==> src/hdl/tlo_defines.svh <==
`ifndef TLO_DEFINES_SVH
`define TLO_DEFINES_SVH
// Register byte offsets
`define TLO_REG_TRIG_CTRL   12'h000
`define TLO_REG_TRIG_COUNT  12'h004
`define TLO_REG_SW_TRIG     12'h008
`define TLO_REG_FAULT_CTRL  12'h00c
`define TLO_REG_A_LOWER     12'h010
`define TLO_REG_A_UPPER     12'h014
`define TLO_REG_A_HYST      12'h018
`define TLO_REG_B_LOWER     12'h01c
`define TLO_REG_B_UPPER     12'h020
`define TLO_REG_B_HYST      12'h024
`define TLO_REG_HOLD_MS     12'h028
`define TLO_REG_STATUS      12'h02c
`define TLO_REG_IRQ_STAT    12'h030
`define TLO_REG_IRQ_EN      12'h034
`define TLO_REG_IRQ_CLR     12'h038
// Limits in units of 0.1 mm
`define TLO_LIMIT_MAX       32'sd21470
`define TLO_LIMIT_MIN       -32'sd21470
`define TLO_COUNT_MAX       14'd16382
`define TLO_HOLD_MAX_MS     10'd1000
// Timing
`define TLO_CLK_MHZ         200
`define TLO_MS_NS           1000000
`define TLO_CLK_NS          5
`define TLO_CYC_PER_MS      (`TLO_MS_NS / `TLO_CLK_NS)
`endif

==> src/hdl/tlo_pkg.sv <==
package tlo_pkg;
  typedef enum logic [1:0] {TLO_SRC_NONE, TLO_SRC_MULTI, TLO_SRC_SYNC, TLO_SRC_SW} tlo_origin_t;
  typedef enum logic [1:0] {TLO_CMP_LOWER, TLO_CMP_UPPER, TLO_CMP_BOTH} tlo_cmp_t;
  typedef enum logic [1:0] {TLO_FSRC_INVALID_DISTANCE_SRC, TLO_FSRC_ARANGE, TLO_FSRC_LIMIT} tlo_fsrc_t;
  typedef enum logic [1:0] {TLO_DRV_SINK, TLO_DRV_SOURCE, TLO_DRV_PP, TLO_DRV_PPINV} tlo_drive_t;
endpackage

==> src/hdl/tlo_limit_chan.sv <==
`timescale 1ns/10ps
// One limit channel: compare, hysteresis, source select, minimum hold
module tlo_limit_chan
  import tlo_pkg::*;
#(
  parameter int HOLD_CYC_PER_MS = 200000
) (
  // Clock and reset
  input  wire logic              pclk,
  input  wire logic              presetn,
  // Configuration
  input  wire tlo_pkg::tlo_cmp_t cmp_mode,
  input  wire tlo_pkg::tlo_fsrc_t fsrc,
  input  wire logic signed [31:0] lower,
  input  wire logic signed [31:0] upper,
  input  wire logic [31:0]       hyst,
  input  wire logic [9:0]        hold_ms,
  // Measurement
  input  wire logic signed [31:0] value,
  input  wire logic              invalid_distance_src_invalid,
  input  wire logic              out_of_range,
  // Result
  output logic                   fault
);
  logic        lim_state;
  logic [31:0] hold_cnt;
  logic        raw;
  logic        next_lim;
  logic signed [32:0] lo_rel;
  logic signed [32:0] hi_rel;
  logic        below;
  logic        above;
  logic        back_lo;
  logic        back_hi;

  // Violation and release points widened to avoid overflow
  assign lo_rel  = 33'(lower) + 33'(signed'({1'b0, hyst}));
  assign hi_rel  = 33'(upper) - 33'(signed'({1'b0, hyst}));
  assign below   = 33'(value) < 33'(lower);
  assign above   = 33'(value) > 33'(upper);
  assign back_lo = 33'(value) >= lo_rel;
  assign back_hi = 33'(value) <= hi_rel;

  // Set on violation, clear only past hysteresis
  always_comb begin
    next_lim = lim_state;
    case (cmp_mode)
      TLO_CMP_LOWER: next_lim = below | (lim_state & ~back_lo);
      TLO_CMP_UPPER: next_lim = above | (lim_state & ~back_hi);
      TLO_CMP_BOTH: next_lim = below | above | (lim_state & ~(back_lo & back_hi));
      default: next_lim = 1'b0;
    endcase
  end

  // Error source selection
  assign raw = (fsrc == TLO_FSRC_INVALID_DISTANCE_SRC)   ? invalid_distance_src_invalid :
               (fsrc == TLO_FSRC_ARANGE) ? out_of_range :
               (fsrc == TLO_FSRC_LIMIT)  ? lim_state : 1'b0;

  // Limit state and minimum hold
  always_ff @(posedge pclk or negedge presetn) begin
    if (!presetn) begin
      lim_state <= 1'b0;
      hold_cnt  <= 32'h0;
      fault     <= 1'b0;
    end else begin
      lim_state <= next_lim;
      if (raw) begin
        fault    <= 1'b1;
        hold_cnt <= 32'(hold_ms) * 32'(HOLD_CYC_PER_MS);
      end else if (hold_cnt != 32'h0) begin
        hold_cnt <= hold_cnt - 32'h1;
      end else begin
        fault <= 1'b0;
      end
    end
  end

  a_hold_keeps: assert property (@(posedge pclk) disable iff (!presetn)
    (fault && !raw && hold_cnt != 32'h0) |=> fault) else $error("fault dropped during hold");
endmodule // tlo_limit_chan

==> src/hdl/tlo_sync3.sv <==
`timescale 1ns/10ps
// Three-stage pin synchroniser; change accepted when stages two and three agree
module tlo_sync3 (
  // Clock and reset
  input  wire logic pclk,
  input  wire logic presetn,
  // Pin and result
  input  wire logic pin,
  output logic      level
);
  logic s1;
  logic s2;
  logic s3;

  // Stage chain and agreement filter
  always_ff @(posedge pclk or negedge presetn) begin
    if (!presetn) begin
      s1    <= 1'b0;
      s2    <= 1'b0;
      s3    <= 1'b0;
      level <= 1'b0;
    end else begin
      s1 <= pin;
      s2 <= s1;
      s3 <= s2;
      if (s2 == s3)
        level <= s3;
    end
  end
endmodule // tlo_sync3

==> src/hdl/tlo_trigger_limit.sv <==
`timescale 1ns/10ps
`include "tlo_defines.svh"
// Operation
// Trigger gates acquisition or only output
// Emit exactly count values per event
// Unlimited count runs on after first event
// Polarity picks rising/high or falling/low
// Edge or level detection mode
// Origin none, multifunction, sync or software
// Software command triggers only in software origin
// Compare lower, upper or both per channel
// Each channel holds lower and upper limits
// Each channel applies a programmable hysteresis
// Fault held at least minimum hold time
// Invalid-distance source flags no valid distance
// Analog-range source flags out-of-range distance
// Limit source follows limit comparison
// Each channel compares a selected signal
// Drive style sink, source, push-pull, inverted
// Settings read back their current value
// Limit error clears past hysteresis only
// Level mode gates while input active
module tlo_trigger_limit
  import tlo_pkg::*;
#(
  parameter int HOLD_CYC_PER_MS = `TLO_CYC_PER_MS
) (
  // APB slave
  input  wire logic        pclk,
  input  wire logic        presetn,
  input  wire logic        psel,
  input  wire logic        penable,
  input  wire logic        pwrite,
  input  wire logic [11:0] paddr,
  input  wire logic [31:0] pwdata,
  output logic [31:0]      prdata,
  output logic             pready,
  output logic             pslverr,
  // Trigger pins
  input  wire logic        multifunction_input,
  input  wire logic        sync_line_input,
  // Measurement stream
  input  wire logic        meas_strobe,
  input  wire logic signed [31:0] meas_sig0,
  input  wire logic signed [31:0] meas_sig1,
  input  wire logic        invalid_distance_src_invalid,
  input  wire logic        out_of_range,
  // Gating outputs
  output logic             acquire_en,
  output logic             emit_strobe,
  // Fault outputs, tri-state pins (value and enable)
  output logic             fault_output_a_o,
  output logic             fault_output_a_oe,
  output logic             fault_output_b_o,
  output logic             fault_output_b_oe,
  // Interrupt
  output logic             irq
);
  // Configuration state
  logic             trigger_target_select;  // 1: gate emission only
  logic             unlimited_count;
  logic             trigger_polarity;       // 1: high/rising
  logic             trigger_detect_mode;    // 1: level
  tlo_origin_t      trigger_origin_select;
  logic [13:0]      values_per_event;
  tlo_cmp_t         limit_a_compare_mode;
  tlo_cmp_t         limit_b_compare_mode;
  tlo_fsrc_t        fsrc_a;
  tlo_fsrc_t        fsrc_b;
  logic             limit_a_signal_select;
  logic             limit_b_signal_select;
  tlo_drive_t       fault_a_drive_style;
  tlo_drive_t       fault_b_drive_style;
  logic signed [31:0] a_lower;
  logic signed [31:0] a_upper;
  logic [31:0]      limit_a_hysteresis;
  logic signed [31:0] b_lower;
  logic signed [31:0] b_upper;
  logic [31:0]      limit_b_hysteresis;
  logic [9:0]       fault_min_hold;
  // Trigger and counting state
  logic             sw_pulse;
  logic             trig_prev;
  logic [13:0]      remaining;
  logic             running;
  logic [3:0]       irq_stat;
  logic [3:0]       irq_en;
  logic             fault_a_d;
  logic             fault_b_d;

  // Synchronised pins
  wire multi_lvl;
  wire sync_lvl;
  tlo_sync3 u_sync_multi (
    .pclk    (pclk),
    .presetn (presetn),
    .pin     (multifunction_input),
    .level   (multi_lvl)
  );
  tlo_sync3 u_sync_line (
    .pclk    (pclk),
    .presetn (presetn),
    .pin     (sync_line_input),
    .level   (sync_lvl)
  );

  // APB decode
  wire        wr_en  = psel & penable & pwrite;
  wire        rd_en  = psel & penable & ~pwrite;
  wire        mapped = (paddr[1:0] == 2'b00) && (paddr <= `TLO_REG_IRQ_CLR);
  wire        wr_ok  = wr_en & mapped;
  wire        sw_cmd = wr_ok && paddr == `TLO_REG_SW_TRIG && pwdata[0];

  // Limit range clamp for signed tenths of a millimetre
  function automatic logic signed [31:0] clamp_lim(input logic signed [31:0] v);
    if (v > `TLO_LIMIT_MAX)
      clamp_lim = `TLO_LIMIT_MAX;
    else if (v < `TLO_LIMIT_MIN)
      clamp_lim = `TLO_LIMIT_MIN;
    else
      clamp_lim = v;
  endfunction

  // Hysteresis clamp 0 to the upper limit
  function automatic logic [31:0] clamp_hys(input logic [31:0] v);
    clamp_hys = (v[31] || v > 32'(`TLO_LIMIT_MAX)) ? 32'(`TLO_LIMIT_MAX) : v;
  endfunction

  // Drive style to pin value and enable
  function automatic logic [1:0] drive(input tlo_drive_t s, input logic f);
    case (s)
      TLO_DRV_SINK:   drive = {1'b0, f};   // Pulls low when asserted
      TLO_DRV_SOURCE: drive = {1'b1, f};   // Drives high when asserted
      TLO_DRV_PP:     drive = {f, 1'b1};
      TLO_DRV_PPINV:  drive = {~f, 1'b1};  // Inverted sense
      default:        drive = 2'b00;
    endcase
  endfunction

  // Trigger source selection and polarity
  wire src_lvl = (trigger_origin_select == TLO_SRC_MULTI) ? multi_lvl :
                 (trigger_origin_select == TLO_SRC_SYNC) ? sync_lvl : 1'b0;
  wire act_lvl = trigger_polarity ? src_lvl : ~src_lvl;
  wire pin_sel = (trigger_origin_select == TLO_SRC_MULTI) || (trigger_origin_select == TLO_SRC_SYNC);
  wire edge_ev = pin_sel & act_lvl & ~trig_prev;
  wire event_p = (pin_sel & ~trigger_detect_mode & edge_ev) | sw_pulse;
  wire level_on = pin_sel & trigger_detect_mode & act_lvl;

  // Gate: level mode, unlimited run, or counted values pending
  wire gate = level_on | running | (remaining != 14'h0);
  wire last_val = meas_strobe & ~level_on & ~running & (remaining != 14'h0);

  // Configuration writes
  always_ff @(posedge pclk or negedge presetn) begin
    if (!presetn) begin
      trigger_target_select <= 1'b0;
      unlimited_count       <= 1'b0;
      trigger_polarity      <= 1'b1;
      trigger_detect_mode   <= 1'b0;
      trigger_origin_select <= TLO_SRC_NONE;
      values_per_event      <= 14'h1;
      limit_a_compare_mode  <= TLO_CMP_BOTH;
      limit_b_compare_mode  <= TLO_CMP_BOTH;
      fsrc_a                <= TLO_FSRC_INVALID_DISTANCE_SRC;
      fsrc_b                <= TLO_FSRC_INVALID_DISTANCE_SRC;
      limit_a_signal_select <= 1'b0;
      limit_b_signal_select <= 1'b0;
      fault_a_drive_style   <= TLO_DRV_PP;
      fault_b_drive_style   <= TLO_DRV_PP;
      a_lower               <= 32'h0;
      a_upper               <= 32'h0;
      limit_a_hysteresis    <= 32'h0;
      b_lower               <= 32'h0;
      b_upper               <= 32'h0;
      limit_b_hysteresis    <= 32'h0;
      fault_min_hold        <= 10'h0;
      irq_en                <= 4'h0;
    end else if (wr_ok) begin
      case (paddr)
        `TLO_REG_TRIG_CTRL: begin
          trigger_target_select <= pwdata[0];
          trigger_polarity      <= pwdata[1];
          trigger_detect_mode   <= pwdata[2];
          trigger_origin_select <= tlo_origin_t'(pwdata[5:4]);
        end
        `TLO_REG_TRIG_COUNT: begin
          unlimited_count  <= pwdata[31];
          values_per_event <= (pwdata[30:14] != 17'h0 || pwdata[13:0] > `TLO_COUNT_MAX) ? `TLO_COUNT_MAX :
                              (pwdata[13:0] == 14'h0) ? 14'h1 : pwdata[13:0];
        end
        `TLO_REG_FAULT_CTRL: begin
          limit_a_compare_mode  <= tlo_cmp_t'(pwdata[1:0]);
          fsrc_a                <= tlo_fsrc_t'(pwdata[3:2]);
          limit_a_signal_select <= pwdata[4];
          fault_a_drive_style   <= tlo_drive_t'(pwdata[7:6]);
          limit_b_compare_mode  <= tlo_cmp_t'(pwdata[9:8]);
          fsrc_b                <= tlo_fsrc_t'(pwdata[11:10]);
          limit_b_signal_select <= pwdata[12];
          fault_b_drive_style   <= tlo_drive_t'(pwdata[15:14]);
        end
        `TLO_REG_A_LOWER: a_lower <= clamp_lim(pwdata);
        `TLO_REG_A_UPPER: a_upper <= clamp_lim(pwdata);
        `TLO_REG_A_HYST:  limit_a_hysteresis <= clamp_hys(pwdata);
        `TLO_REG_B_LOWER: b_lower <= clamp_lim(pwdata);
        `TLO_REG_B_UPPER: b_upper <= clamp_lim(pwdata);
        `TLO_REG_B_HYST:  limit_b_hysteresis <= clamp_hys(pwdata);
        `TLO_REG_HOLD_MS: fault_min_hold <= (pwdata[31:10] != 22'h0 || pwdata[9:0] > `TLO_HOLD_MAX_MS) ?
                                            `TLO_HOLD_MAX_MS : pwdata[9:0];
        `TLO_REG_IRQ_EN:  irq_en <= pwdata[3:0];
        default: ;
      endcase
    end
  end

  // Software pulse, only in software origin
  always_ff @(posedge pclk or negedge presetn) begin
    if (!presetn)
      sw_pulse <= 1'b0;
    else
      sw_pulse <= sw_cmd && trigger_origin_select == TLO_SRC_SW;
  end

  // Trigger counting
  always_ff @(posedge pclk or negedge presetn) begin
    if (!presetn) begin
      trig_prev <= 1'b0;
      remaining <= 14'h0;
      running   <= 1'b0;
    end else begin
      trig_prev <= act_lvl;
      if (trigger_origin_select == TLO_SRC_NONE) begin
        remaining <= 14'h0;
        running   <= 1'b0;
      end else if (event_p && unlimited_count) begin
        running <= 1'b1;
      end else if (event_p && !running) begin
        remaining <= values_per_event;
      end else if (last_val) begin
        remaining <= remaining - 14'h1;
      end
    end
  end

  // Gating outputs
  always_ff @(posedge pclk or negedge presetn) begin
    if (!presetn) begin
      acquire_en  <= 1'b0;
      emit_strobe <= 1'b0;
    end else begin
      acquire_en  <= trigger_target_select ? 1'b1 : gate;
      emit_strobe <= meas_strobe & gate;
    end
  end

  // Limit channels
  wire fault_a;
  wire fault_b;
  tlo_limit_chan #(.HOLD_CYC_PER_MS(HOLD_CYC_PER_MS)) u_chan_a (
    .pclk         (pclk),
    .presetn      (presetn),
    .cmp_mode     (limit_a_compare_mode),
    .fsrc         (fsrc_a),
    .lower        (a_lower),
    .upper        (a_upper),
    .hyst         (limit_a_hysteresis),
    .hold_ms      (fault_min_hold),
    .value        (limit_a_signal_select ? meas_sig1 : meas_sig0),
    .invalid_distance_src_invalid (invalid_distance_src_invalid),
    .out_of_range (out_of_range),
    .fault        (fault_a)
  );
  tlo_limit_chan #(.HOLD_CYC_PER_MS(HOLD_CYC_PER_MS)) u_chan_b (
    .pclk         (pclk),
    .presetn      (presetn),
    .cmp_mode     (limit_b_compare_mode),
    .fsrc         (fsrc_b),
    .lower        (b_lower),
    .upper        (b_upper),
    .hyst         (limit_b_hysteresis),
    .hold_ms      (fault_min_hold),
    .value        (limit_b_signal_select ? meas_sig1 : meas_sig0),
    .invalid_distance_src_invalid (invalid_distance_src_invalid),
    .out_of_range (out_of_range),
    .fault        (fault_b)
  );

  // Pin drive and interrupt events
  wire [1:0] drv_a = drive(fault_a_drive_style, fault_a);
  wire [1:0] drv_b = drive(fault_b_drive_style, fault_b);
  wire [3:0] ev    = {fault_b & ~fault_b_d, fault_a & ~fault_a_d, last_val & (remaining == 14'h1), event_p};
  wire       clr_w = wr_ok && paddr == `TLO_REG_IRQ_CLR;

  always_ff @(posedge pclk or negedge presetn) begin
    if (!presetn) begin
      fault_output_a_o  <= 1'b0;
      fault_output_a_oe <= 1'b0;
      fault_output_b_o  <= 1'b0;
      fault_output_b_oe <= 1'b0;
      fault_a_d         <= 1'b0;
      fault_b_d         <= 1'b0;
      irq_stat          <= 4'h0;
      irq               <= 1'b0;
    end else begin
      fault_output_a_o  <= drv_a[1];
      fault_output_a_oe <= drv_a[0];
      fault_output_b_o  <= drv_b[1];
      fault_output_b_oe <= drv_b[0];
      fault_a_d         <= fault_a;
      fault_b_d         <= fault_b;
      irq_stat          <= (irq_stat & ~(clr_w ? pwdata[3:0] : 4'h0)) | ev; // Set wins
      irq               <= |(((irq_stat & ~(clr_w ? pwdata[3:0] : 4'h0)) | ev) & irq_en);
    end
  end

  // Read-back mux
  wire [31:0] rd_mux =
    (paddr == `TLO_REG_TRIG_CTRL)  ? {26'h0, trigger_origin_select, 1'b0, trigger_detect_mode,
                                      trigger_polarity, trigger_target_select} :
    (paddr == `TLO_REG_TRIG_COUNT) ? {unlimited_count, 17'h0, values_per_event} :
    (paddr == `TLO_REG_FAULT_CTRL) ? {16'h0, fault_b_drive_style, 1'b0, limit_b_signal_select, fsrc_b,
                                      limit_b_compare_mode, fault_a_drive_style, 1'b0,
                                      limit_a_signal_select, fsrc_a, limit_a_compare_mode} :
    (paddr == `TLO_REG_A_LOWER)    ? a_lower :
    (paddr == `TLO_REG_A_UPPER)    ? a_upper :
    (paddr == `TLO_REG_A_HYST)     ? limit_a_hysteresis :
    (paddr == `TLO_REG_B_LOWER)    ? b_lower :
    (paddr == `TLO_REG_B_UPPER)    ? b_upper :
    (paddr == `TLO_REG_B_HYST)     ? limit_b_hysteresis :
    (paddr == `TLO_REG_HOLD_MS)    ? {22'h0, fault_min_hold} :
    (paddr == `TLO_REG_STATUS)     ? {16'h0, remaining, fault_b, fault_a} :
    (paddr == `TLO_REG_IRQ_STAT)   ? {28'h0, irq_stat} :
    (paddr == `TLO_REG_IRQ_EN)     ? {28'h0, irq_en} : 32'h0;

  // APB answer, zero wait states
  always_ff @(posedge pclk or negedge presetn) begin
    if (!presetn) begin
      prdata  <= 32'h0;
      pready  <= 1'b0;
      pslverr <= 1'b0;
    end else begin
      pready  <= psel & ~penable;
      pslverr <= psel & ~penable & ~mapped;
      prdata  <= (psel & ~penable & ~pwrite & mapped) ? rd_mux : 32'h0;
    end
  end

  a_sw_only_sw: assert property (@(posedge pclk) disable iff (!presetn)
    sw_pulse |-> $past(trigger_origin_select) == TLO_SRC_SW) else $error("sw pulse in wrong origin");
  a_count_load: assert property (@(posedge pclk) disable iff (!presetn)
    (event_p && !unlimited_count && !running && trigger_origin_select != TLO_SRC_NONE)
    |=> remaining == $past(values_per_event)) else $error("count not loaded");
  a_run_sticks: assert property (@(posedge pclk) disable iff (!presetn)
    (running && trigger_origin_select != TLO_SRC_NONE) |=> running) else $error("unlimited run stopped");
  a_none_idle: assert property (@(posedge pclk) disable iff (!presetn)
    (trigger_origin_select == TLO_SRC_NONE) |=> (remaining == 14'h0 && !running)) else $error("trigger not off");
  a_free_acq: assert property (@(posedge pclk) disable iff (!presetn)
    trigger_target_select |=> acquire_en) else $error("acquire gated in output mode");
  a_level_gate: assert property (@(posedge pclk) disable iff (!presetn)
    (level_on && meas_strobe) |=> emit_strobe) else $error("level gate lost value");
  a_inv_drive: assert property (@(posedge pclk) disable iff (!presetn)
    (fault_a_drive_style == TLO_DRV_PPINV) |=> fault_output_a_o == !$past(fault_a)) else $error("inv drive");
  a_edge_once: assert property (@(posedge pclk) disable iff (!presetn)
    (pin_sel && !trigger_detect_mode && event_p) |=> !edge_ev) else $error("edge counted twice");
endmodule // tlo_trigger_limit

==> config.mk <==
export PLATFORM = sky130hd
export DESIGN_NAME = tlo_trigger_limit
export DESIGN_NICKNAME = d
export VERILOG_FILES = /design/src/hdl/tlo_pkg.sv /design/src/hdl/tlo_limit_chan.sv /design/src/hdl/tlo_sync3.sv /design/src/hdl/tlo_trigger_limit.sv
export VERILOG_INCLUDE_DIRS = /design/src /design/src/hdl
export SDC_FILE = /design/constraint.sdc
export NUM_CORES = 2
export LEC_CHECK = 0
export BUFFER_PORTS_ARGS = -buffer_cell sky130_fd_sc_hd__buf_4
export CAP_MARGIN = 0
export CORE_MARGIN = 5
export CORE_UTILIZATION = 40
export CTS_CLUSTER_SIZE = 30
export DETAILED_ROUTE_END_ITERATION = 8
export GPL_ROUTABILITY_DRIVEN = 1
export PLACE_DENSITY = 0.53
export SLEW_MARGIN = 40
export SYNTH_ARGS = -nofsm -noshare
export SYNTH_HDL_FRONTEND = slang
export SYNTH_SLANG_ARGS = --single-unit
==> constraint.sdc <==
create_clock -name pclk -period 7.7 [get_ports pclk]
set_clock_uncertainty 0.05 [all_clocks]
set_input_delay 1.155 -clock pclk [delete_from_list [all_inputs] [get_ports pclk]]
set_output_delay 1.155 -clock pclk [all_outputs]
set_load 0.02 [all_outputs]
# Word-level counts from Yosys, hierarchy flattened
# Cells that the tools add are included.
# word_totals
register_bits	380
input_bits	118
output_inout_bits	41
elab_cells	268
# classes
n_addsub	7
mul	1
order_cmp	14
n_eq_ne	37
n_mux	51
bitwise	61
reduce_logical	44
# ops
op	count
32-bit two-way mux	19
12-bit by 6-bit equality test with 1-bit output (second input constant)	7
14-bit two-way mux	6
32-bit by 33-bit adder with 33-bit output	2
32-bit by 33-bit greater-or-equal comparator with 1-bit output	2
32-bit by 33-bit <= comparator with 1-bit output	2
32-bit by 33-bit subtractor with 33-bit output	2
32-bit greater-than comparator	2
32-bit < comparator	2
32-bit nonzero test	2
32-bit by 1-bit subtractor with 32-bit output (second input constant)	2
12-bit by 5-bit equality test with 1-bit output (second input constant)	4
32-bit by 15-bit greater-than comparator with 1-bit output (second input constant)	1
32-bit by 16-bit greater-than comparator with 1-bit output (second input constant)	1
32-bit by 16-bit < comparator with 1-bit output (second input constant)	1
16-bit two-way mux	2
1-bit bitwise AND	28
12-bit by 4-bit equality test with 1-bit output (second input constant)	2
2-bit AND reduction	12
10-bit by 12-bit multiplier with 22-bit output (second input constant)	1
22-bit nonzero test	1
2-bit equality test (second input constant)	10
1-bit NOT	18
17-bit nonzero test	1
29 further kinds	85

# Logic depth before layout (Yosys ltp)
# depth
ltp_word	15
depth_mapped	22

# Cells and area by module
# A second synthesis with hierarchy kept.
# hier_totals
cells_unflattened	4099
hier_area_um2	36082.1
# modules_own_cells
mod	instances	cells_each	area_per_inst_um2	seq_area_each_um2
tlo_trigger_limit	1	1513	15541.2	7614.8
tlo_limit_chan at u_chan_a	1	1295	10187.3	850.8
tlo_limit_chan at u_chan_b	1	1281	10131.0	850.8
tlo_sync3	2	5	111.4	100.1

# Worst setup path before layout
# Ideal clock, no wire load.
# synth_path
path_kind	register to register
start	register limit_b_hysteresis[1]
end	register u_chan_b.lim_state
arrival_ps	4532
required_ps	7516
setup_slack_ps	2985
stages_incl_launch_ff	21
path_buffers	0
synth_period_minus_slack_ps	4715
path_cell_list	dfrtp_1 ha_1 a211oi_1 o21ai_0 and4_1 o21ai_0 a31oi_1 a2111oi_0 o31ai_1 a21oi_1 xor2_1 ha_1 nand2_1 nor3_1 a41o_1 a221oi_1 a2111oi_0 o21ai_0 a2111o_1 a21oi_1 o211ai_1
# synth_via
elab_chain_cells	7
# synth_rtl
item	line_no	rtl
from (decl)	tlo_trigger_limit.sv:79	logic [31:0] limit_b_hysteresis;
from (signal assigned)	tlo_trigger_limit.sv:206	`TLO_REG_B_HYST: limit_b_hysteresis <= clamp_hys(pwdata);
32-bit by 33-bit adder with 33-bit output / 32-bit by 33-bit subtractor with 33-bit output (equally long branches)	tlo_limit_chan.sv:37, tlo_limit_chan.sv:38	
32-bit by 33-bit greater-or-equal comparator with 1-bit output / 32-bit by 33-bit <= comparator with 1-bit output (equally long branches)	tlo_limit_chan.sv:41, tlo_limit_chan.sv:42	
1-bit bitwise AND	tlo_limit_chan.sv:50	TLO_CMP_BOTH: next_lim = below | above | (lim_state & ~(back_lo & back_hi));
1-bit NOT	tlo_limit_chan.sv:50	
1-bit bitwise AND	tlo_limit_chan.sv:50	
1-bit bitwise OR	tlo_limit_chan.sv:50	
1-bit case mux with 3 select lines (*)	tlo_limit_chan.sv:47	case (cmp_mode)
net u_chan_b.next_lim	tlo_limit_chan.sv:28	logic next_lim;
to (signal assigned)	tlo_limit_chan.sv:67	lim_state <= next_lim;
to (decl)	tlo_limit_chan.sv:25	logic lim_state;
# The timed path passes the listed nets; every way through them passes the cells marked *.
# A chain may end at the register's enable or synchronous reset.

# Worst setup path after layout
# layout_path
start	register b_lower[1]
end	register u_chan_b.lim_state
# layout_via
elab_chain_cells	7
# layout_rtl
item	line_no	rtl
from (decl)	tlo_trigger_limit.sv:77	logic signed [31:0] b_lower;
from (signal assigned)	tlo_trigger_limit.sv:204	`TLO_REG_B_LOWER: b_lower <= clamp_lim(pwdata);
32-bit by 33-bit adder with 33-bit output	tlo_limit_chan.sv:37	assign lo_rel = 33'(lower) + 33'(signed'({1'b0, hyst}));
32-bit by 33-bit greater-or-equal comparator with 1-bit output	tlo_limit_chan.sv:41	assign back_lo = 33'(value) >= lo_rel;
1-bit bitwise AND	tlo_limit_chan.sv:50	
1-bit NOT	tlo_limit_chan.sv:50	
1-bit bitwise AND	tlo_limit_chan.sv:50	
1-bit bitwise OR	tlo_limit_chan.sv:50	
1-bit case mux with 3 select lines (*)	tlo_limit_chan.sv:47	
net u_chan_b.next_lim	tlo_limit_chan.sv:28	
# Marked as above.

==> impl_metrics.toml <==
[power_and_ir_drop]
peakVddDrop_v = 0.0001565
power.static_leakage_nw = 16.42
power.density_nw_per_um2 = 143.4

[placed_design]
gp_congestion = 0.9666
detailed_place_hpwl_mm = 93.89
io_buffer_count = 158
placed_cells_incl_taps = 4856

[clock_network]
cts_resized = 0
clkTransAtPathRegs_ns = 0.07
postCtsSetupBuffers = 0
ctsLongestPathBuffers = 3
h_tree_levels = 2
cts_tree = "done"
clock-root-buffer = "clkbuf_16"
cts.sinks = 380
holdBufCountCts = 0
clock_latency_ns = 0.62
cts_made_buffers = 47

[timing]
hold_viol = 0
final.min_clock_period_ns = 5.820
rsz0062_at_grt = "false"
timing.final.max_slew_violations = 0
setup_violations = 0
tightestPinTransition_ns = 0.8789
relSlewSlack = 0.4066
timing.final.crit_share = 0.7558
finalSetupTns_ns = 0
maxClockFrequency_mhz = 171.8

[routing]
route.antenna.remaining_nets = 0
wl_met3_mm = 8.166
m1WireLength_mm = 53.91
routedWlPerCell_um = 23.76
firstDrtPassIters = 6
detail_route.drc_violations = 0
drt_wl_total_mm = 117.3
maxUsedRoutingLayer = "met4"
viasPerCell = 5.810
num_vias = 28700
drt_iter0_drc = 2507
routed-wl-met2_mm = 50.92

[final_layout]
area_growth_syn_to_layout_pct = 12.45
antenna_cells = 0
commonest_cells_after_routing_fill_and_taps_aside = "ha_1, dfrtp_1, nand2_1"
most_common_cell_after_layout_fill_and_taps_aside = "ha_1"
fin_util = 0.4509
num-nets-final = 4454
share_of_post_route_cells_with_drive_strength_above_1 = 0.1070
stdcell_count = 4939

[synthesis]
synth_edf_count = 0
yosys_warnings = 0
yosysSeqAreaShare = 0.2961
synthArstFlopShare = 1.000
synthesis.area_per_instance_um2 = 8.594
synth_cell_types = 84
yosys_most_used_dff = "dfrtp_1"
synth_nets = 4348
instance_count_of_the_mapped_netlist = 3740
yosys_register_bits = 380
netlist_area_um2 = 32140

[setup_path]
critPathCaptureType = "flip-flop"
worst_r2r_path_depth = 20
criticalPathCategory = "flip-flop to flip-flop"
timing.critical_path.from_type = "flip-flop"
critical_path.max_fanout = 5
cp_data_arrival_time_ns = 6.22
critical_path_rt_ns = 8.10

[global_routing]
grt_pass1_vias = 27510
grt_util_all_layers = 0.2647
globalRoute.totalOverflow = 0
grt_pass1_wl_mm = 175.0
grt_start_max_net_pins = 112
grt_antenna_before_repair = 1

[worst_hold_path]
holdCritPathClass = "flip-flop to flip-flop"
min_delay_path_depth = 0

[run_status]
status = "completed"

[floorplanning]
site_rows = 104
initial_utilization = 0.4010
dieWidth_um = 293.5
top_level_ports = 159
core-area_um2 = 80160
floorplan.die.height_um = 293.5
floorplan.die_area_um2 = 86120

[flow_run]
maximum_capacitance_violations = 0
[worst max-delay path, cell delays in order, from the launching register on]
cell       delay (ns)
dfrtp_1          0.48
ha_1             0.35
a211oi_1         0.34
o21ai_0          0.20
and4_1           0.27
o21ai_0          0.45
a31oi_1          0.28
a2111oi_1        0.66
o31ai_1          0.18
a21oi_1          0.20
xor2_1           0.10
ha_1             0.30
nand3_1          0.06
nor3_1           0.25
a41o_1           0.22
a221oi_1         0.07
a2111oi_0        0.40
o21ai_0          0.15
a2111o_1         0.44
a21oi_1          0.12
o211ai_1         0.09
[synthesized netlist by cell type (36+ instances only)]
cell type    n  area (µm²)
ha_1       468        5856
dfrtp_1    374        9359
nand2_1    367        1378
o21ai_0    349        1747
inv_1      308        1156
a21oi_1    260        1301
nor2_1     251       942.2
a21o_1     119       893.4
clkbuf_1   115       431.7
xnor2_1     96       840.8
xor2_1      86       753.2
mux2_2      85       957.2
nor3_1      80       400.4
nand3_1     73       365.4
a22oi_1     68       510.5
nand4_1     58       362.9
a31oi_1     45       281.5
a211oi_1    36       270.3
[registers in the layout, indices dropped and copies added (netlist names), 2 cells and up]
name                   cells
a_lower                   32
a_upper                   32
b_lower                   32
b_upper                   32
limit_a_hysteresis        32
limit_b_hysteresis        32
prdata                    32
u_chan_a.hold_cnt         32
u_chan_b.hold_cnt         32
remaining                 14
values_per_event          14
fault_min_hold            10
irq_en                     4
irq_stat                   4
fault_a_drive_style        2
fault_b_drive_style        2
fsrc_a                     2
fsrc_b                     2
limit_a_compare_mode       2
limit_b_compare_mode       2
trigger_origin_select      2
[metal layers]
| metal | track usage | up-vias |
|---|---|---|
| met1 | 0.3846 | 13770 |
| li1 | - | 13720 |
| met2 | 0.4088 | 1013 |
| met5 | 0 | - |
| met4 | 0.08262 | 0 |
| met3 | 0.03855 | 190 |
[cells by family (layout without fill, tap and decap cells)]
group,Yosys count,count (layout),synth area share
fa+ha+maj,492,492,0.1965
simple gates,1058,1058,0.1559
compound gates,1079,1079,0.2083
mux,115,115,0.04263
xor+xnor,182,182,0.04960
buf+inv,434,573,0.05092
flops,380,380,0.2961
[through the flow]
step | total power (W) | hold slack (ns) | instance area (µm²) | setup slack (ns)
4_1_cts | 0.005221 | 0.2970 | 36100 | 1.747
3_3_place_gp | 0.002806 | 0.2827 | 34410 | 1.869
2_1_floorplan | 0.002506 | 0.2812 | 32140 | 2.985
6_report | 0.005182 | 0.2972 | 36140 | 1.880
3_5_place_dp | 0.002812 | 0.2847 | 34470 | 1.825
5_1_grt | 0.005376 | 0.3065 | 36140 | 1.451
[layout make-up]
| cell class | instances | area, µm² |
|---|---|---|
| clock buffers | 64 | 1351 |
| inverters | 309 | 1160 |
| repair buffers | 182 | 1423 |
| multi-input cells | 2926 | 21090 |
| clock inverters | 18 | 279.0 |
| fillers | 7956 | 44010 |
| flip-flops and latches | 380 | 9517 |
| well taps | 1060 | 1326 |
[path summary, 6_finish.rpt]
check	end	slack (ns)	start
max	u_chan_b.lim_state$_DFF_PN0_	1.88	b_lower[1]$_DFFE_PN0P_
min	u_sync_multi.s2$_DFF_PN0_	0.30	u_sync_multi.s1$_DFF_PN0_
max reg2reg	u_chan_b.lim_state$_DFF_PN0_	1.88	b_lower[1]$_DFFE_PN0P_
min reg2reg	u_sync_multi.s2$_DFF_PN0_	0.30	u_sync_multi.s1$_DFF_PN0_
max in group asynchronous	prdata[18]$_DFF_PN0_	6.21	presetn
min in group asynchronous	u_chan_a.hold_cnt[30]$_DFFE_PN0P_	0.36	presetn
[report_power, final]
part           total, W  switching, W  internal, W
clock           0.00240      0.000968      0.00143
combinational  0.000637      0.000397     0.000240
sequential      0.00215     0.0000925      0.00206
total           0.00518       0.00146      0.00372
No activity file was read; power rests on OpenSTA's default activity.
